--- src/pkg/tcm_pkg.sv ---
package tcm_pkg;

	// Register byte addresses on the AXI4-Lite port
	localparam int                ADDR_W       = 8;
	localparam logic [ADDR_W-1:0] CFG_OFFSET   = 8'h00;
	localparam logic [ADDR_W-1:0] CMP_OFFSET   = 8'h04;
	localparam logic [ADDR_W-1:0] STAT_OFFSET  = 8'h0C;
	localparam logic [ADDR_W-1:0] EN_OFFSET    = 8'h20;

	// Values after reset
	localparam logic [7:0]  CFG_RESET = 8'h00;
	localparam logic [15:0] CMP_RESET = 16'h0000;

	// Field positions in channel_mode_config
	localparam int CMP_CTL_LSB = 4;
	localparam int SHADOW_BIT  = 3;
	localparam int MODE_LSB    = 0;
	localparam int FLT_LSB     = 4;
	localparam int PSC_LSB     = 2;

	// Bit positions in channel_enable_register
	localparam int EN_BIT   = 0;
	localparam int POL_BIT  = 1;
	localparam int CEN_BIT  = 2;
	localparam int CPOL_BIT = 3;

	// Compare output control codes
	localparam logic [2:0] CMP_TIMING   = 3'h0;
	localparam logic [2:0] CMP_SET      = 3'h1;
	localparam logic [2:0] CMP_CLEAR    = 3'h2;
	localparam logic [2:0] CMP_TOGGLE   = 3'h3;
	localparam logic [2:0] CMP_FORCE_LO = 3'h4;
	localparam logic [2:0] CMP_FORCE_HI = 3'h5;
	localparam logic [2:0] CMP_PWM0     = 3'h6;
	localparam logic [2:0] CMP_PWM1     = 3'h7;

	// Channel io select codes and the locking protection level
	localparam logic [1:0] IO_OUTPUT = 2'h0;
	localparam logic [1:0] IO_INPUT  = 2'h1;
	localparam logic [1:0] LOCK_FULL = 2'h3;

	// Filter: equal samples needed and log2 of the sample clock divider, per code
	localparam logic [15:0][3:0] FLT_TIMES = {4'h8, 4'h6, 4'h5, 4'h8, 4'h6, 4'h5, 4'h8, 4'h6,
	                                          4'h8, 4'h6, 4'h8, 4'h6, 4'h8, 4'h4, 4'h2, 4'h1};
	localparam logic [15:0][2:0] FLT_DIVLOG = {3'h5, 3'h5, 3'h5, 3'h4, 3'h4, 3'h4, 3'h3, 3'h3,
	                                           3'h2, 3'h2, 3'h1, 3'h1, 3'h0, 3'h0, 3'h0, 3'h0};
	localparam logic [3:0]       FLT_OFF       = 4'h0;
	localparam logic [3:0]       FLT_FIRST_DTS = 4'h4;

	// AXI responses
	localparam logic [1:0] RESP_OKAY   = 2'h0;
	localparam logic [1:0] RESP_SLVERR = 2'h2;

	typedef struct packed {
		logic       level;
		logic [3:0] run;
	} filter_state_t;

	typedef struct packed {
		logic              awready;
		logic              wready;
		logic              aw_held;
		logic              w_held;
		logic [ADDR_W-1:0] awaddr;
		logic [31:0]       wdata;
		logic [3:0]        wstrb;
		logic              bvalid;
		logic [1:0]        bresp;
		logic              arready;
		logic              rvalid;
		logic [1:0]        rresp;
		logic [31:0]       rdata;
		logic [7:0]        cfg;
		logic [15:0]       cmp;
		logic [15:0]       shadow;
		logic              en;
		logic              pol;
		logic              cen;
		logic              cpol;
		logic              prep;
		logic              pwm_prev;
		logic [2:0]        ctl_prev;
		logic              flt_prev;
		logic [2:0]        psc_cnt;
		logic              capture;
		logic [15:0]       cap_count;
		logic [4:0]        div_cnt;
		logic              chan_out;
		logic              comp_out;
	} chan_state_t;

endpackage : tcm_pkg

--- src/rtl/timer_channel_mode_control.sv ---
`timescale 1ns/1ps
// Behaviour
// - Code 000 keeps the prepare signal unchanged, compare ignored.
// - Code 001 drives prepare high on counter equal to compare.
// - Code 010 drives prepare low on counter equal to compare.
// - Code 011 toggles prepare on each counter match.
// - Code 100 forces prepare low, code 101 forces it high.
// - PWM0: up high below compare; down low above compare, else high.
// - PWM1: up low below compare; down high above compare, else low.
// - PWM level changes only on entry from timing or comparison change.
// - High prepare is active; outputs apply their own polarity bits.
// - Compare control and shadow bit locked at protection 11 in output mode.
// - Shadow enabled: compare reloads on update event; else writes act at once.
// - Channel io select writable only while channel is disabled.
// - Io select 00 is output, 01 input from filtered channel input.
// - Filter counts equal consecutive samples, accepts level at configured count.
// - Filter code 0 bypasses; codes 1 to 3 need 2, 4, 8 kernel samples.
// - Codes 4 to 15 sample at dead-time clock divided by 2 to 32.
// - Capture prescaler captures every 1, 2, 4 or 8 qualified edges.
// - Prescaler edge counter is cleared whenever channel enable is clear.
// - Field layout: compare 6:4, shadow 3, mode 1:0, filter 7:4, prescaler 3:2.
// - Enable lets the channel output drive active state (cen gates the complementary one), or lets captures occur.
module timer_channel_mode_control (
	input  wire logic        mclk_i,
	input  wire logic        sys_rst_i,
	// AXI4-Lite slave
	input  wire logic [7:0]  s_axi_awaddr_i,
	input  wire logic        s_axi_awvalid_i,
	output wire logic        s_axi_awready_o,
	input  wire logic [31:0] s_axi_wdata_i,
	input  wire logic [3:0]  s_axi_wstrb_i,
	input  wire logic        s_axi_wvalid_i,
	output wire logic        s_axi_wready_o,
	output wire logic [1:0]  s_axi_bresp_o,
	output wire logic        s_axi_bvalid_o,
	input  wire logic        s_axi_bready_i,
	input  wire logic [7:0]  s_axi_araddr_i,
	input  wire logic        s_axi_arvalid_i,
	output wire logic        s_axi_arready_o,
	output wire logic [31:0] s_axi_rdata_o,
	output wire logic [1:0]  s_axi_rresp_o,
	output wire logic        s_axi_rvalid_o,
	input  wire logic        s_axi_rready_i,
	// Surrounding timer
	input  wire logic [15:0] counter_value_i,
	input  wire logic        count_down_i,
	input  wire logic        update_event_i,
	input  wire logic [1:0]  protection_level_i,
	input  wire logic        single_pulse_select_i,
	input  wire logic        dead_time_sample_clock_i,
	// Channel pins and events
	input  wire logic        channel_input_i,
	output wire logic        output_prepare_signal_o,
	output wire logic        channel_output_o,
	output wire logic        complementary_output_o,
	output wire logic        capture_event_o
);

	tcm_pkg::chan_state_t state_ff;
	tcm_pkg::chan_state_t nxt_state;

	logic       filtered_level;
	logic       sample_en;
	logic [3:0] flt_code;
	logic [2:0] cmp_ctl;
	logic [1:0] io_sel;
	logic [1:0] psc_code;
	logic       shadow_en;
	logic       out_mode;
	logic       in_mode;
	logic [15:0] active_cmp;
	logic       match;
	logic       pwm_base;
	logic       pwm_lvl;
	logic       rise;
	logic       fall;
	logic       qual_edge;
	logic [2:0] psc_mask;
	logic [4:0] div_top;
	logic       wr_go;
	logic [7:0] cfg_wr;
	logic [7:0] cfg_new;

	// Field views of the shared configuration byte
	assign cmp_ctl   = state_ff.cfg[tcm_pkg::CMP_CTL_LSB +: 3];
	assign shadow_en = state_ff.cfg[tcm_pkg::SHADOW_BIT];
	assign io_sel    = state_ff.cfg[tcm_pkg::MODE_LSB +: 2];
	assign flt_code  = state_ff.cfg[tcm_pkg::FLT_LSB +: 4];
	assign psc_code  = state_ff.cfg[tcm_pkg::PSC_LSB +: 2];
	assign out_mode  = (io_sel == tcm_pkg::IO_OUTPUT);
	assign in_mode   = (io_sel == tcm_pkg::IO_INPUT);

	// Filter sample rate: kernel clock for low codes, divided dead-time clock above
	assign div_top   = 5'((6'h01 << tcm_pkg::FLT_DIVLOG[flt_code]) - 6'h01);
	assign sample_en = (flt_code < tcm_pkg::FLT_FIRST_DTS) ? 1'b1 :
	                   (dead_time_sample_clock_i && (state_ff.div_cnt == div_top));

	input_filter u_filter (
		.mclk_i      (mclk_i),
		.sys_rst_i   (sys_rst_i),
		.sample_en_i (sample_en),
		.bypass_i    (flt_code == tcm_pkg::FLT_OFF),
		.need_i      (tcm_pkg::FLT_TIMES[flt_code]),
		.din_i       (channel_input_i),
		.level_o     (filtered_level)
	);

	// Compare source: shadow copy only when the shadow is enabled
	assign active_cmp = shadow_en ? state_ff.shadow : state_ff.cmp;
	assign match      = (counter_value_i == active_cmp);

	// PWM0 base level, inverted for PWM1
	assign pwm_base = count_down_i ? !(counter_value_i > active_cmp) :
	                                 (counter_value_i < active_cmp);
	assign pwm_lvl  = (cmp_ctl == tcm_pkg::CMP_PWM1) ? !pwm_base : pwm_base;

	// Edge qualification on the filtered input, polarity pair picks the edge
	assign rise      = filtered_level && !state_ff.flt_prev;
	assign fall      = !filtered_level && state_ff.flt_prev;
	assign qual_edge = in_mode && state_ff.en &&
	                   ((!state_ff.cpol && !state_ff.pol && rise) ||
	                    (!state_ff.cpol && state_ff.pol && fall) ||
	                    (state_ff.cpol && state_ff.pol && (rise || fall)));

	// Prescaler wrap mask per code
	always_comb begin
		case (psc_code)
			2'h0: psc_mask = 3'h0;
			2'h1: psc_mask = 3'h1;
			2'h2: psc_mask = 3'h3;
			2'h3: psc_mask = 3'h7;
			default: psc_mask = 3'h0;
		endcase
	end

	// Write to the configuration byte with mode and protection locks
	assign wr_go  = state_ff.aw_held && state_ff.w_held && !state_ff.bvalid;
	assign cfg_wr = state_ff.wdata[7:0];
	always_comb begin
		cfg_new = cfg_wr;
		if (state_ff.en) begin
			cfg_new[tcm_pkg::MODE_LSB +: 2] = io_sel;
		end
		// Lock compares against the stored mode, so a write cannot unlock itself
		if ((protection_level_i == tcm_pkg::LOCK_FULL) && out_mode) begin
			cfg_new[tcm_pkg::CMP_CTL_LSB +: 3] = cmp_ctl;
			cfg_new[tcm_pkg::SHADOW_BIT]       = shadow_en;
		end
	end

	// Next state of the whole channel
	always_comb begin
		nxt_state = state_ff;

		// Write address and data are taken in either order
		if (s_axi_awvalid_i && state_ff.awready) begin
			nxt_state.aw_held = 1'b1;
			nxt_state.awaddr  = s_axi_awaddr_i;
		end
		if (s_axi_wvalid_i && state_ff.wready) begin
			nxt_state.w_held = 1'b1;
			nxt_state.wdata  = s_axi_wdata_i;
			nxt_state.wstrb  = s_axi_wstrb_i;
		end
		if (state_ff.bvalid && s_axi_bready_i) begin
			nxt_state.bvalid = 1'b0;
		end

		// Shadow follows the written value unless shadowing is on
		if (!shadow_en) begin
			nxt_state.shadow = state_ff.cmp;
		end else if (update_event_i) begin
			nxt_state.shadow = state_ff.cmp;
		end

		// Register write once both halves are held
		if (wr_go) begin
			nxt_state.aw_held = 1'b0;
			nxt_state.w_held  = 1'b0;
			nxt_state.bvalid  = 1'b1;
			nxt_state.bresp   = tcm_pkg::RESP_OKAY;
			case (state_ff.awaddr)
				tcm_pkg::CFG_OFFSET: begin
					if (state_ff.wstrb[0]) begin
						nxt_state.cfg = cfg_new;
					end
				end
				tcm_pkg::CMP_OFFSET: begin
					if (state_ff.wstrb[0]) begin
						nxt_state.cmp[7:0] = state_ff.wdata[7:0];
					end
					if (state_ff.wstrb[1]) begin
						nxt_state.cmp[15:8] = state_ff.wdata[15:8];
					end
					if (!shadow_en) begin
						nxt_state.shadow = nxt_state.cmp;
					end
				end
				tcm_pkg::EN_OFFSET: begin
					if (state_ff.wstrb[0]) begin
						nxt_state.en  = state_ff.wdata[tcm_pkg::EN_BIT];
						nxt_state.cen = state_ff.wdata[tcm_pkg::CEN_BIT];
						// Polarity is frozen at the two upper protection levels
						if (!protection_level_i[1]) begin
							nxt_state.pol  = state_ff.wdata[tcm_pkg::POL_BIT];
							nxt_state.cpol = state_ff.wdata[tcm_pkg::CPOL_BIT];
						end
					end
				end
				tcm_pkg::STAT_OFFSET: begin
					nxt_state.bresp = tcm_pkg::RESP_OKAY; // Read-only, write dropped
				end
				default: begin
					nxt_state.bresp = tcm_pkg::RESP_SLVERR;
				end
			endcase
		end

		// Read path answers one cycle after the address is taken
		if (state_ff.rvalid && s_axi_rready_i) begin
			nxt_state.rvalid = 1'b0;
		end
		if (s_axi_arvalid_i && state_ff.arready) begin
			nxt_state.rvalid = 1'b1;
			nxt_state.rresp  = tcm_pkg::RESP_OKAY;
			case (s_axi_araddr_i)
				tcm_pkg::CFG_OFFSET: nxt_state.rdata = {24'h00_0000, state_ff.cfg};
				tcm_pkg::CMP_OFFSET: nxt_state.rdata = {16'h0000, state_ff.cmp};
				tcm_pkg::EN_OFFSET: begin
					nxt_state.rdata = {28'h000_0000, state_ff.cpol, state_ff.cen,
					                   state_ff.pol, state_ff.en};
				end
				tcm_pkg::STAT_OFFSET: begin
					nxt_state.rdata = {state_ff.cap_count, 13'h0000, filtered_level,
					                   state_ff.chan_out, state_ff.prep};
				end
				default: begin
					nxt_state.rdata = 32'h0000_0000;
					nxt_state.rresp = tcm_pkg::RESP_SLVERR;
				end
			endcase
		end

		// Ready flags stay low while a transfer is held or answered
		nxt_state.awready = !nxt_state.aw_held && !nxt_state.bvalid;
		nxt_state.wready  = !nxt_state.w_held && !nxt_state.bvalid;
		nxt_state.arready = !nxt_state.rvalid;

		// Dead-time divider runs only on its own ticks
		if (dead_time_sample_clock_i) begin
			nxt_state.div_cnt = (state_ff.div_cnt >= div_top) ? 5'h00 :
			                    5'(state_ff.div_cnt + 5'h01);
		end

		// Output compare generator
		nxt_state.pwm_prev = pwm_lvl;
		nxt_state.ctl_prev = cmp_ctl;
		if (out_mode) begin
			case (cmp_ctl)
				tcm_pkg::CMP_TIMING: nxt_state.prep = state_ff.prep;
				tcm_pkg::CMP_SET: begin
					if (match) begin
						nxt_state.prep = 1'b1;
					end
				end
				tcm_pkg::CMP_CLEAR: begin
					if (match) begin
						nxt_state.prep = 1'b0;
					end
				end
				tcm_pkg::CMP_TOGGLE: begin
					if (match) begin
						nxt_state.prep = !state_ff.prep;
					end
				end
				tcm_pkg::CMP_FORCE_LO: nxt_state.prep = 1'b0;
				tcm_pkg::CMP_FORCE_HI: nxt_state.prep = 1'b1;
				tcm_pkg::CMP_PWM0, tcm_pkg::CMP_PWM1: begin
					// Level moves on a new comparison result or on entry from timing
					if ((pwm_lvl != state_ff.pwm_prev) ||
					    (state_ff.ctl_prev == tcm_pkg::CMP_TIMING)) begin
						nxt_state.prep = pwm_lvl;
					end
				end
				default: nxt_state.prep = state_ff.prep;
			endcase
		end

		// Pins: high prepare is active, each output has its own polarity
		nxt_state.chan_out = out_mode && nxt_state.en &&
		                     (nxt_state.prep ^ nxt_state.pol);
		nxt_state.comp_out = out_mode && nxt_state.cen &&
		                     (nxt_state.prep ^ nxt_state.cpol);

		// Capture prescaler and capture of the counter into the compare register
		nxt_state.flt_prev = filtered_level;
		nxt_state.capture  = 1'b0;
		if (!state_ff.en) begin
			nxt_state.psc_cnt = 3'h0;
		end else if (qual_edge) begin
			if ((state_ff.psc_cnt & psc_mask) == psc_mask) begin
				nxt_state.psc_cnt   = 3'h0;
				nxt_state.capture   = 1'b1;
				nxt_state.cmp       = counter_value_i; // Capture beats a bus write
				nxt_state.cap_count = state_ff.cap_count + 16'h0001;
			end else begin
				nxt_state.psc_cnt = 3'(state_ff.psc_cnt + 3'h1);
			end
		end
	end

	// State register
	always_ff @(posedge mclk_i or posedge sys_rst_i) begin
		if (sys_rst_i) begin
			state_ff        <= '0;
			state_ff.cfg    <= tcm_pkg::CFG_RESET;
			state_ff.cmp    <= tcm_pkg::CMP_RESET;
			state_ff.shadow <= tcm_pkg::CMP_RESET;
		end else begin
			state_ff <= nxt_state;
		end
	end

	// Single pulse mode only relaxes what software must do with the shadow
	// (the device itself behaves the same either way), so it is not read here.

	// Outputs straight from the state register
	assign s_axi_awready_o         = state_ff.awready;
	assign s_axi_wready_o          = state_ff.wready;
	assign s_axi_bresp_o           = state_ff.bresp;
	assign s_axi_bvalid_o          = state_ff.bvalid;
	assign s_axi_arready_o         = state_ff.arready;
	assign s_axi_rdata_o           = state_ff.rdata;
	assign s_axi_rresp_o           = state_ff.rresp;
	assign s_axi_rvalid_o          = state_ff.rvalid;
	assign output_prepare_signal_o = state_ff.prep;
	assign channel_output_o        = state_ff.chan_out;
	assign complementary_output_o  = state_ff.comp_out;
	assign capture_event_o         = state_ff.capture;

endmodule : timer_channel_mode_control

--- src/rtl/input_filter.sv ---
`timescale 1ns/1ps
// Digital level filter: a new level is accepted after enough equal samples
module input_filter (
	input  wire logic       mclk_i,
	input  wire logic       sys_rst_i,
	input  wire logic       sample_en_i,
	input  wire logic       bypass_i,
	input  wire logic [3:0] need_i,
	input  wire logic       din_i,
	output wire logic       level_o
);

	tcm_pkg::filter_state_t state_ff;
	tcm_pkg::filter_state_t nxt_state;

	assign level_o = state_ff.level;

	// Run length counts samples that differ from the accepted level
	always_comb begin
		nxt_state = state_ff;
		if (bypass_i) begin
			nxt_state.level = din_i;
			nxt_state.run   = 4'h0;
		end else if (sample_en_i) begin
			if (din_i == state_ff.level) begin
				nxt_state.run = 4'h0; // Any glitch back restarts the count
			end else if ((state_ff.run + 4'h1) >= need_i) begin
				nxt_state.level = din_i;
				nxt_state.run   = 4'h0;
			end else begin
				nxt_state.run = state_ff.run + 4'h1;
			end
		end
	end

	// State register
	always_ff @(posedge mclk_i or posedge sys_rst_i) begin
		if (sys_rst_i) begin
			state_ff <= '0;
		end else begin
			state_ff <= nxt_state;
		end
	end

endmodule : input_filter

--- config.mk ---
export PLATFORM = sky130hd
export DESIGN_NAME = timer_channel_mode_control
export DESIGN_NICKNAME = d
export VERILOG_FILES = /design/src/pkg/tcm_pkg.sv /design/src/rtl/timer_channel_mode_control.sv /design/src/rtl/input_filter.sv
export SDC_FILE = /design/constraint.sdc
export NUM_CORES = 1
export LEC_CHECK = 0
export ABC_AREA = 1
export BUFFER_PORTS_ARGS = -buffer_cell sky130_fd_sc_hd__buf_2
export CAP_MARGIN = 20
export CELL_PAD_IN_SITES_DETAIL_PLACEMENT = 0
export CELL_PAD_IN_SITES_GLOBAL_PLACEMENT = 1
export CORE_ASPECT_RATIO = 2
export CORE_UTILIZATION = 46
export CTS_CLUSTER_SIZE = 14
export DETAILED_ROUTE_END_ITERATION = 8
export GPL_TIMING_DRIVEN = 0
export PLACE_DENSITY = 0.87
export RECOVER_POWER = 100
export SYNTH_ARGS = -nofsm -noshare
export SYNTH_HDL_FRONTEND = slang
export SYNTH_SLANG_ARGS = --single-unit
--- constraint.sdc ---
create_clock -name mclk_i -period 11.5 [get_ports mclk_i]
set_clock_uncertainty 0.05 [all_clocks]
set_input_delay 1.15 -clock mclk_i [delete_from_list [all_inputs] [get_ports mclk_i]]
set_output_delay 1.15 -clock mclk_i [all_outputs]
set_load 0.005 [all_outputs]
==> key figures, run 1 <==
Placement
  – RePlAce Congestion: 0.9322
  – Dpl cells: 1279
  – Number of buffers added on ports: 105
  – Post-DP HPWL: roughly 15 mm
  – Post-DP Area: 8787 µm²

Yosys
  – Synth unique cells: 47
  – Main combinational cell family by area after synthesis: simple AND/OR/NAND/NOR gates
  – XOR/XNOR share of the synthesized area: 0.02529
  – Syn Inst Count: between 900 and 1000
  – Post-synth top area share: 0.4680
  – Count leader, synth: nand2_1
  – Mux cell area share after synthesis: 0.001256
  – Asr flop ratio synth: 1.000
  – Yosys warns: 0
  – Largest area contributor in the netlist: dfrtp_1
  – Synth Area in Simple Gates: 0.1948
  – Synth Register Bits: between 100 and 150
  – Sequential fraction of the synthesis area: 0.4680
  – Post-Synth Adder-Cell Area: 0.05968
  – Largest cells by area after synthesis: dfrtp_1 (47%), nand2_1 (11%), o21ai_0 (7.9%)
  – Post-synth top cells: nand2_1 (235), dfrtp_1 (149), o21ai_0 (126)
  – Top FF cell, synth: dfrtp_1
  – Post-synthesis compound-gate area fraction: 0.1505
  – Post-synth EDFFs: 0
  – Mapped Avg Cell Area: slightly above 8 µm²
  – Synthesized cell area: between 7000 and 8000 µm²

Timing
  – Setup violators final: 0
  – Period utilisation layout: 0.2962
  – Slew headroom: -0.7531
  – Final Hold Viols: 0
  – Setup TNS Final: 0 ps
  – Final Slew Violations: 58
  – RSZ-0062 raised after global routing: false
  – Slew @ Worst Pin: 2615 ps
  – Peak Freq: 293.5 MHz
  – Final min period: 3407 ps

Outcome
  – Status: complete, but fails checks
  – Failing checks: max-capacitance violations, max-slew violations

Power
  – P_sw: 0.7771 mW
  – Clock share of power: 0.297
  – Leak: between 4 and 5 nW
  – Int Pwr: approximately 1.3 mW
  – Net Sw Frac: 0.3828
  – Gate power share: 0.340
  – Seq pwr share: 0.364
  – Peak VDD IR: 0.1431 mV
  – P per Cell Area: 217.4 nW/µm²

Clocking
  – CTS tree: done
  – Post-cts sizing count: 0
  – H-tree depth: 4
  – Clk sinks: 149
  – Clk root buf: clkbuf_16
  – Clk slew on worst S/H paths: 70 ps
  – Cts bufs inserted: 17
  – Setup bufs post-CTS: 0
  – Worst-Skew Late Latency: roughly 440 ps
  – CTS Hold Bufs: 0
  – Max clock buf depth: 2

Detailed routing
  – ANT nets after route: 0
  – Vias post-DR: between 6000 and 7000
  – 1st-pass router iterations: 5
  – # DRC: 0
  – Wire per inst: between 15 and 20 µm
  – Final Routed Wirelength: 20.26 mm
  – Vias per inst: ~5.1
  – DRT iter0 DRCs: between 200 and 300

Global route
  – Vias in the first global route: roughly 6700
  – Antenna violations before repair: 0
  – Total GRT Usage: 0.2441
  – Global-route wire length before repair: roughly 33 mm
  – Gr ovfl total: 0
  – Largest net degree at the start of global routing: between 90 and 100

Final layout
  – Fin cells: ~1300
  – Post-route cell area: 9338 µm²
  – Final #Nets: about 1200
  – Area grow syn2layout: 17.21%
  – Share of cells above drive strength 1: 0.1594
  – Util after Layout: 0.5542
  – Antenna cells: 0

Floorplan
  – Die extent in x: 95.06 µm
  – Std-Cell Rows: 67
  – CORE AREA: roughly 17000 µm²
  – Die area: around 18000 µm²
  – I/O pin count: between 100 and 150
  – Die Span Y: 188.1 µm
  – Initial core utilization: 0.4728

Worst setup path
  – CP required: between 10000 and 15000 ps
  – Setup CP Type: flip-flop to flip-flop
  – Crit-path cells: inv_1 > clkbuf_1 > o21ai_0 > ha_1 > nand2_1 > nor2_1 > nand2_1 > inv_1 > nand4_1 > ha_1 > nand3_1 > o2111ai_1 > nor2_1 > nand2_1 > nand2_1 > inv_1 > nor2_1 > nor2_1
  – Crit start category: flip-flop
  – CP endpoint kind: flip-flop
  – Worst path slowest cell: dfrtp_1
  – CP delay by family, top: simple AND/OR/NAND/NOR gates
  – Critical Path AT: about 3700 ps
  – CP Max Fanout: 10
  – Slowest stage delay, CP: roughly 430 ps
  – Number of buffers and inverters on the critical path: 4

Run
  – Max-cap viol count: 1

Min path
  – HP Class: flip-flop to flip-flop
[routing by layer]
| metal | part of all wire | global-route usage | vias to the layer above |
|---|---|---|---|
| li1 | - | - | 3368 |
| met1 | 0.38 | 0.2586 | 3121 |
| met2 | 0.55 | 0.4485 | 181 |
| met3 | 0.035 | 0.04096 | 44 |
| met4 | 0.038 | 0.1218 | 0 |
| met5 | 0 | 0 | - |
[power groups by stage]
stage          combinational (mW)  clock (mW)  sequential [mW]
2_1_floorplan               0.509           0            0.723
3_3_place_gp                0.680           0            0.742
3_5_place_dp                0.696           0            0.745
4_1_cts                     0.704       0.612            0.736
5_1_grt                     0.797       0.633            0.753
6_report                    0.690       0.602            0.738
[final cells by class]
| cell class | instances | area [µm²] |
|---|---|---|
| Fill cell | 1662 | 7512 |
| Sequential cell | 149 | 3729 |
| Multi-Input combinational cell | 642 | 3383 |
| Timing Repair Buffer | 106 | 541.8 |
| Clock buffer | 17 | 425.4 |
| Buffer | 70 | 399.1 |
| Inverter | 105 | 396.6 |
| Tap cell | 207 | 259.0 |
| Clock inverter | 15 | 203.9 |
[cells in the final DEF, fill, tap and decap left out, types with 3 or more instances in the layout]
| master | count |
|---|---|
| nand2_1 | 235 |
| xnor2_1 | 6 |
| ha_1 | 38 |
| o211ai_1 | 19 |
| buf_4 | 9 |
| nand4_1 | 6 |
| nor3_1 | 8 |
| buf_2 | 97 |
| bufinv_16 | 3 |
| inv_6 | 7 |
| o22ai_1 | 13 |
| o31ai_1 | 13 |
| clkbuf_16 | 17 |
| clkbuf_1 | 41 |
| o21ai_0 | 128 |
| inv_1 | 100 |
| inv_8 | 4 |
| nor2_1 | 70 |
| xor2_1 | 17 |
| clkbuf_4 | 27 |
| dfrtp_1 | 149 |
| a21oi_1 | 31 |
| nand3_1 | 36 |
[cell families (layout without fill, tap and decap cells)]
group,Yosys count,after routing
XOR/XNOR,23,23
AO/OA/AOI/OAI,212,212
buffers and inverters,175,313
flip-flops,149,149
AND/OR/NAND/NOR,366,366
adder cells (fa/ha/maj),38,38
other,1,2
multiplexers,1,1
[worst reg2reg max path: stages, from the launching register on]
cell and delay (ps):
dfrtp_1 430, inv_1 240, clkbuf_1 440, o21ai_0 180
ha_1 320, nand2_1 70, nor2_1 140, nand2_1 120
inv_1 90, nand4_1 200, ha_1 340, nand3_1 80
o2111ai_1 100, nor2_1 110, nand2_1 100, nand2_1 90
inv_1 60, nor2_1 90, nor2_1 50
[path summary, 6_finish.rpt]
| path | to | cells past startpoint | slack [ps] | startpoint |
|---|---|---|---|---|
| worst max-delay path | channel_output_o | 18 | 8090 | psc_code[1] |
| worst min-delay path | state_ff[30] | 0 | 380 | cmp_ctl[2] |
| worst max register to register | channel_output_o | 18 | 8090 | psc_code[1] |
| worst min register to register | state_ff[30] | 0 | 380 | cmp_ctl[2] |
| max in group asynchronous | io_sel[0] | 3 | 8740 | sys_rst_i |
| min in group asynchronous | cfg_wr[5] | 2 | 1390 | sys_rst_i |
[sequential cells by signal (all words and copies together), names as in the netlist, 2 cells and up]
signal	cells
cfg_new	2
cfg_wr	6
cmp_ctl	3
io_sel	2
psc_code	2
s_axi_rdata_o	32
state_ff	85
u_filter.state_ff	4
[through the flow]
stage	worst slack [ps]	hold WS [ps]	total power, mW
2_1_floorplan	6292	342.1	1.232
4_1_cts	8057	385.0	2.053
5_1_grt	7724	389.1	2.183
3_3_place_gp	4532	353.0	1.422
6_report	8093	384.1	2.030
3_5_place_dp	8082	370.9	1.442
Note: power is estimated with default switching activity, not from simulation.
==> inputs of run 2 (changes only) <==
- CORE_UTILIZATION: 46 -> 38
- PLACE_DENSITY: 0.87 -> 0.77
- clock period: 11.5 -> 2.88 ns (I/O delays scaled with it)
==> run 2 against run 1 <==
The run ends with negative setup slack left. Critical path type unchanged. Die area up 21%. Register-to-register slack worse by 8100 ps. Via count up 1.5%.
==> key figures, run 2 (synthesized netlist as in run 1, its figures left out) <==
Outcome
  – Status: complete, but fails checks (unchanged)
  – Failing checks: negative setup slack (was max-capacitance violations, max-slew violations)

Final layout
  – FF/Latch Area: 3730 µm² (was 3729 µm²)
  – Area grow syn2layout: 23.32% (was 17.21%)
  – Number of flip-flops under the largest register name: 85 (unchanged)
  – Fin cells: 1397 (was 1311)
  – Final #Nets: 1239 (was 1211)
  – Biggest register: state_ff (unchanged)
  – Antenna cells: 0 (unchanged)
  – Multi-input gate area: 3478 µm² (was 3383 µm²)
  – Share of cells above drive strength 1: 0.1874 (was 0.1594)
  – Fillers: 2030 (was 1662)
  – Most common cell after layout, fill and taps aside: nand2_1 (unchanged)
  – Commonest cells after routing, fill and taps aside: nand2_1 (229), dfrtp_1 (148), o21ai_0 (121) (was nand2_1 (235), dfrtp_1 (149), o21ai_0 (128))

Floorplan
  – Die area: 21580 µm² (was 17880 µm²)
  – CORE AREA: 20460 µm² (was 16850 µm²)
  – Die Span Y: 206.8 µm (was 188.1 µm)
  – Std-Cell Rows: 74 (was 67)
  – Die extent in x: 104.4 µm (was 95.06 µm)
  – I/O pin count: 127 (unchanged)
  – Initial core utilization: 0.3893 (was 0.4728)

Placement
  – Number of buffers added on ports: 105 (unchanged)
  – DP Worst Slack: -682.4 ps (was 8082 ps)
  – Post-DP HPWL: 16.84 mm (was 15.49 mm)
  – Dpl cells: 1341 (was 1279)
  – RePlAce Congestion: 0.8632 (was 0.9322)

Timing
  – Slew headroom: 0.4347 (was -0.7531)
  – RSZ-0062 raised after global routing: true (was false)
  – Slew @ Worst Pin: 848.0 ps (was 2615 ps)
  – Final Slew Violations: 0 (was 58)
  – Setup violators final: 1 (was 0)
  – Peak Freq: 345.9 MHz (was 293.5 MHz)
  – Period utilisation layout: 1.004 (was 0.2962)
  – Fin worst setup slack: -11.01 ps (was 8093 ps)
  – Final min period: 2891 ps (was 3407 ps)
  – Final Hold Viols: 0 (unchanged)

Power
  – Leak: 4.948 nW (was 4.780 nW)
  – Total power: 8.431 mW (was 2.030 mW)
  – P per Cell Area: 858.2 nW/µm² (was 217.4 nW/µm²)
  – Peak VDD IR: 0.5108 mV (was 0.1431 mV)

Detailed routing
  – DRT iter0 DRCs: 339 (was 272)
  – Vias post-DR: 6814 (was 6714)
  – 1st-pass router iterations: 4 (was 5)
  – Final Routed Wirelength: 21.49 mm (was 20.26 mm)
  – Wire per inst: 15.38 µm (was 15.46 µm)
  – Vias per inst: 4.878 (was 5.121)
  – ANT nets after route: 0 (unchanged)
  – # DRC: 0 (unchanged)

Min path
  – HP Class: primary input to flip-flop (was flip-flop to flip-flop)
  – WHS Path Cells: 3 (was 0)

Worst setup path
  – CP Max Fanout: 7 (was 10)
  – Crit start category: flip-flop (unchanged)
  – Reg2reg path depth: 18 (unchanged)
  – Critical Path AT: 3170 ps (was 3680 ps)
  – CP required: 3160 ps (was 11780 ps)
  – Setup CP Type: flip-flop to flip-flop (unchanged)
  – CP endpoint kind: flip-flop (unchanged)

Clocking
  – Cts bufs inserted: 17 (unchanged)
  – Max clock buf depth: 2 (unchanged)
  – H-tree depth: 4 (unchanged)
  – Clk root buf: clkbuf_16 (unchanged)
  – CTS tree: done (unchanged)
  – Worst-Skew Late Latency: 440 ps (about the same)
  – Clk slew on worst S/H paths: 60 ps (was 70 ps)
  – Clk sinks: 149 (unchanged)

Run
  – Max-cap viol count: 0 (was 1)

Global route
  – Antenna violations before repair: 0 (unchanged)
  – Gr ovfl total: 0 (unchanged)
  – Total GRT Usage: 0.2108 (was 0.2441)
  – Largest net degree at the start of global routing: 39 (was 93)
  – Global-route wire length before repair: 34.36 mm (was 32.75 mm)
  – Vias in the first global route: 6758 (was 6674)
-- run 2: final timing paths --
| check | slack [ps] | startpoint | endpoint |
|---|---|---|---|
| setup / recovery | -10 | psc_code[1] | channel_output_o |
| hold / removal | 8 | s_axi_wdata_i[3] | cfg_wr[3] |
| setup reg to reg | -10 | psc_code[1] | channel_output_o |
| hold reg to reg | 380 | cmp_ctl[2] | state_ff[30] |
| max in group asynchronous | 370 | sys_rst_i | s_axi_arready_o |
| min in group asynchronous | 410 | sys_rst_i | complementary_output_o |
-- run 2: what timing repair did --
item                                    CTS  global route
gates cloned                              3             0
endpoints found under the setup margin    8             8
hold buffers                             14             0
resized for setup                        30            15
setup buffers                             8             1
hold endpoints to repair                 28             0
pin swaps                                15            12
-- run 2: cell type report --
type                       instances  share of cell area
timing repair buffer             135             0.08100
multi-input combinational        642              0.3541
buffer                            69             0.04572
clock inverter                    12             0.02089
clock buffer                      19             0.04407
sequential                       149              0.3796
inverter                         105             0.04075
tap                              266             0.03388
-- run 2: report_power, final --
group / switching, mW / leakage (nW) / total, mW / internal (mW)
Clock: 0.913 / 0.303 / 2.45 / 1.53
Combinational: 1.88 / 2.73 / 3.01 / 1.13
Sequential: 0.341 / 1.92 / 2.97 / 2.63
Total: 3.13 / 4.95 / 8.43 / 5.30
-- run 2: per-stage QoR --
step / utilization / area (µm²) / setup TNS [ps] / hold WS, ps
detailed placement: 0.4356 / 8912 / -3770 / 259.3
global placement: 0.4316 / 8832 / -61030 / 360.1
finish: 0.4801 / 9824 / -11.01 / 8.101
CTS: 0.4824 / 9871 / -82.23 / 0.2133
global route: 0.4801 / 9824 / -1733 / 8.317
floorplan: - / 7974 / 0 / 342.1
-- run 2: critical path, cell delays in order (launching register included) --
cell and delay [ps]:
dfrtp_1 420, inv_4 150, clkbuf_16 180, o21ai_2 70, ha_4 270, nand2_2 70
nor2_4 130, nand2_2 90, inv_2 70, nand4_1 230, ha_1 360, nand3_1 80
o2111ai_1 90, nor2_1 130, nand2_2 100, nand2_2 80, inv_2 50, nor2_2 110
nor2_2 60
-- run 2: metal layers --
metal,global-route usage,wire (µm)
met1,0.2053,7811
met5,0,0
met2,0.4118,12120
met3,0.04427,716
met4,0.1082,840
==> inputs of run 3 (changes only) <==
- CORE_ASPECT_RATIO: 2 -> not set
==> run 3 against run 2 <==
The flow now finishes without violations. Combinational power is 2% higher. Non-clock buffer count fell by 12. Core utilization about the same. Final area is 0.46% lower. Via count is 1.0% lower. Worst hold slack worse by 0.97 ps. Die area down 0.16%. Critical endpoint unchanged. Largest cell class unchanged.
==> key figures, run 3 (synthesized netlist as in run 1, its figures left out) <==
Worst setup path
  – CP required: 3160 ps (about the same)
  – CP Max Fanout: 8 (was 7)
  – Critical Path AT: 3080 ps (was 3170 ps)
  – Worst R2R Start: psc_code[1] (unchanged)
  – Slowest stage delay, CP: 410 ps (was 420 ps)
  – CP endpoint kind: flip-flop (unchanged)
  – R2R setup slack: 70 ps (was -10 ps)
  – Crit-path cells: clkinv_4 > clkbuf_16 > nand2_1 > o21ai_0 > ha_1 > nand2_2 > nor3_2 > nand4_1 > ha_1 > nand3_2 > o2111ai_2 > nor2_1 > nand2_1 > nand2_2 > inv_2 > nor2_2 > nor2_1 (was inv_4 > clkbuf_16 > o21ai_2 > ha_4 > nand2_2 > nor2_4 > nand2_2 > inv_2 > nand4_1 > ha_1 > nand3_1 > o2111ai_1 > nor2_1 > nand2_2 > nand2_2 > inv_2 > nor2_2 > nor2_2)
  – Setup CP Type: flip-flop to flip-flop (unchanged)
  – Worst path slowest cell: dfrtp_1 (unchanged)
  – Reg2reg path depth: 17 (was 18)
  – Reg2reg end: channel_output_o (unchanged)
  – Crit start category: flip-flop (unchanged)
  – CP delay by family, top: simple AND/OR/NAND/NOR gates (unchanged)
  – Number of buffers and inverters on the critical path: 3 (was 4)

Timing
  – Slew @ Worst Pin: 1455 ps (was 848.0 ps)
  – Hold Worst Slack: 7.136 ps (was 8.101 ps)
  – Final Slew Violations: 0 (unchanged)
  – Peak Freq: 356.4 MHz (was 345.9 MHz)
  – Setup violators final: 0 (was 1)
  – Period utilisation layout: 0.9743 (was 1.004)
  – RSZ-0062 raised after global routing: true (unchanged)
  – Final min period: 2806 ps (was 2891 ps)
  – Final Hold Viols: 0 (unchanged)
  – Slew headroom: 0.02489 (was 0.4347)

Floorplan
  – CORE AREA: 20360 µm² (was 20460 µm²)
  – Initial core utilization: 0.3912 (was 0.3893)
  – Die Span Y: 146.8 µm (was 206.8 µm)
  – Std-Cell Rows: 52 (was 74)
  – I/O pin count: 127 (unchanged)
  – Die extent in x: 146.8 µm (was 104.4 µm)
  – Die area: 21550 µm² (was 21580 µm²)

Min path
  – HP Class: primary input to flip-flop (unchanged)
  – WHS Path Cells: 3 (unchanged)
  – Endpoint of the worst hold path: state_ff[128] (was cfg_wr[3])
  – Min-delay src: s_axi_wdata_i[8] (was s_axi_wdata_i[3])

Clocking
  – H-tree depth: 4 (unchanged)
  – Worst-Skew Late Latency: 430 ps (was 440 ps)
  – Clk slew on worst S/H paths: 70 ps (was 60 ps)
  – CTS tree: done (unchanged)
  – Clk root buf: clkbuf_16 (unchanged)
  – Cts bufs inserted: 17 (unchanged)
  – Clk sinks: 149 (unchanged)
  – Max clock buf depth: 2 (unchanged)

Power
  – Seq pwr share: 0.347 (was 0.353)
  – P_sw: 3.253 mW (was 3.132 mW)
  – Leak: 4.956 nW (was 4.948 nW)
  – P per Cell Area: 869.3 nW/µm² (was 858.2 nW/µm²)
  – Clock share of power: 0.292 (was 0.290)
  – Int Pwr: 5.248 mW (was 5.300 mW)
  – Net Sw Frac: 0.3827 (was 0.3714)
  – Gate power share: 0.360 (was 0.357)
  – Peak VDD IR: 0.5728 mV (was 0.5108 mV)

Global route
  – Global-route wire length before repair: 33.80 mm (was 34.36 mm)
  – Total GRT Usage: 0.2024 (was 0.2108)
  – Antenna violations before repair: 0 (unchanged)
  – Largest net degree at the start of global routing: 43 (was 39)
  – Gr ovfl total: 0 (unchanged)
  – Vias in the first global route: 6552 (was 6758)

Final layout
  – Number of flip-flops under the largest register name: 85 (unchanged)
  – Biggest register: state_ff (unchanged)
  – Final #Nets: 1227 (was 1239)
  – Multi-input gate area: 3510 µm² (was 3478 µm²)
  – Fillers: 2032 (was 2030)
  – Share of cells above drive strength 1: 0.2045 (was 0.1874)
  – FF/Latch Area: 3730 µm² (unchanged)
  – Most common cell after layout, fill and taps aside: nand2_1 (unchanged)
  – Commonest cells after routing, fill and taps aside: nand2_1 (225), dfrtp_1 (148), o21ai_0 (116) (was nand2_1 (229), dfrtp_1 (148), o21ai_0 (121))
  – Antenna cells: 0 (unchanged)
  – Util after Layout: 0.4802 (was 0.4801)
  – Fin cells: 1390 (was 1397)
  – Area grow syn2layout: 22.76% (was 23.32%)

Detailed routing
  – Vias post-DR: 6745 (was 6814)
  – Vias per inst: 4.853 (was 4.878)
  – 1st-pass router iterations: 5 (was 4)
  – Wire per inst: 14.81 µm (was 15.38 µm)
  – ANT nets after route: 0 (unchanged)
  – # DRC: 0 (unchanged)
  – DRT iter0 DRCs: 326 (was 339)
  – Final Routed Wirelength: 20.58 mm (was 21.49 mm)

Placement
  – Dpl cells: 1344 (was 1341)
  – Post-DP HPWL: 15.15 mm (was 16.84 mm)
  – Number of buffers added on ports: 105 (unchanged)
  – RePlAce Congestion: 0.8436 (was 0.8632)

Run
  – Max-cap viol count: 0 (unchanged)

Outcome
  – Status: complete, no violations (was complete, but fails checks)
[run 3: cell types whose count changed in the layout (fill, tap and decap cells not counted), sizes merged]
cell         change
inv              +9
clkbuf           -8
dlygate4sd3      -7
clkinv           -4
buf              +1
bufinv           -1
clkinvlp         -1
[run 3: routing by layer]
layer	wire, µm	track usage	part of all wire
met1	9715	0.2758	0.47
met4	216	0.05000	0.010
met5	0	0	0
met2	9674	0.3256	0.47
met3	976	0.04503	0.047
[run 3: layout make-up]
class                   count  share of cell area
clock inverters            15             0.02316
plain buffers              69             0.04414
repair buffers            123             0.07331
clock buffers              17             0.04350
inverters                 105             0.04107
multi-input cells         642              0.3589
well taps                 270             0.03454
flip-flops and latches    149              0.3814
[run 3: power groups by stage]
stage	Combinational [mW]	Sequential, mW	Clock (mW)
after global routing	3.51	3.03	2.63
after detailed placement	2.79	2.96	0
after floorplan	2.03	2.89	0
after CTS	2.84	2.94	2.53
after global placement	2.74	2.95	0
final	3.06	2.95	2.49
[run 3: timing repair]
action | 4_1_cts | 5_1_grt
setup buffers | 1 | 5
hold endpoints to repair | 36 | 0
pin swaps | 0 | 25
gates cloned | 0 | 2
hold buffers | 7 | 0
setup endpoints to repair | 8 | 8
resized for setup | 11 | 48
[run 3: worst max path at each step]
stage                            from                   end  slack, ps  depth (start not counted)
after detailed placement  flt_code[3]  u_filter.state_ff[3]       -500                         13
after CTS                 psc_code[1]      channel_output_o         10                         18
after global routing      psc_code[1]      channel_output_o       -140                         19
after floorplan           flt_code[3]  u_filter.state_ff[0]        260                         13
after global placement    flt_code[3]  u_filter.state_ff[0]       -450                         13
final                     psc_code[1]      channel_output_o         70                         17
[run 3: stage by stage]
step | TNS [ps] | setup WS (ps) | instance area, µm² | total power [mW]
floorplan | 0 | 263.9 | 7974 | 4.918
global placement | -63530 | -448.3 | 8837 | 5.689
detailed placement | -3175 | -499.9 | 8897 | 5.748
CTS | 0 | 12.14 | 9651 | 8.314
global route | -3702 | -137.1 | 9779 | 9.165
finish | 0 | 73.88 | 9779 | 8.501
[run 3: worst register-to-register path, cell delays in order (launching register included)]
cell       delay, ps
dfrtp_1          410
clkinv_4         140
clkbuf_16        190
nand2_1           50
o21ai_0           90
ha_1             320
nand2_2          100
nor3_2           200
nand4_1          170
ha_1             350
nand3_2           80
o2111ai_2         90
nor2_1           110
nand2_1          100
nand2_2           90
inv_2             40
nor2_2            80
nor2_1            50
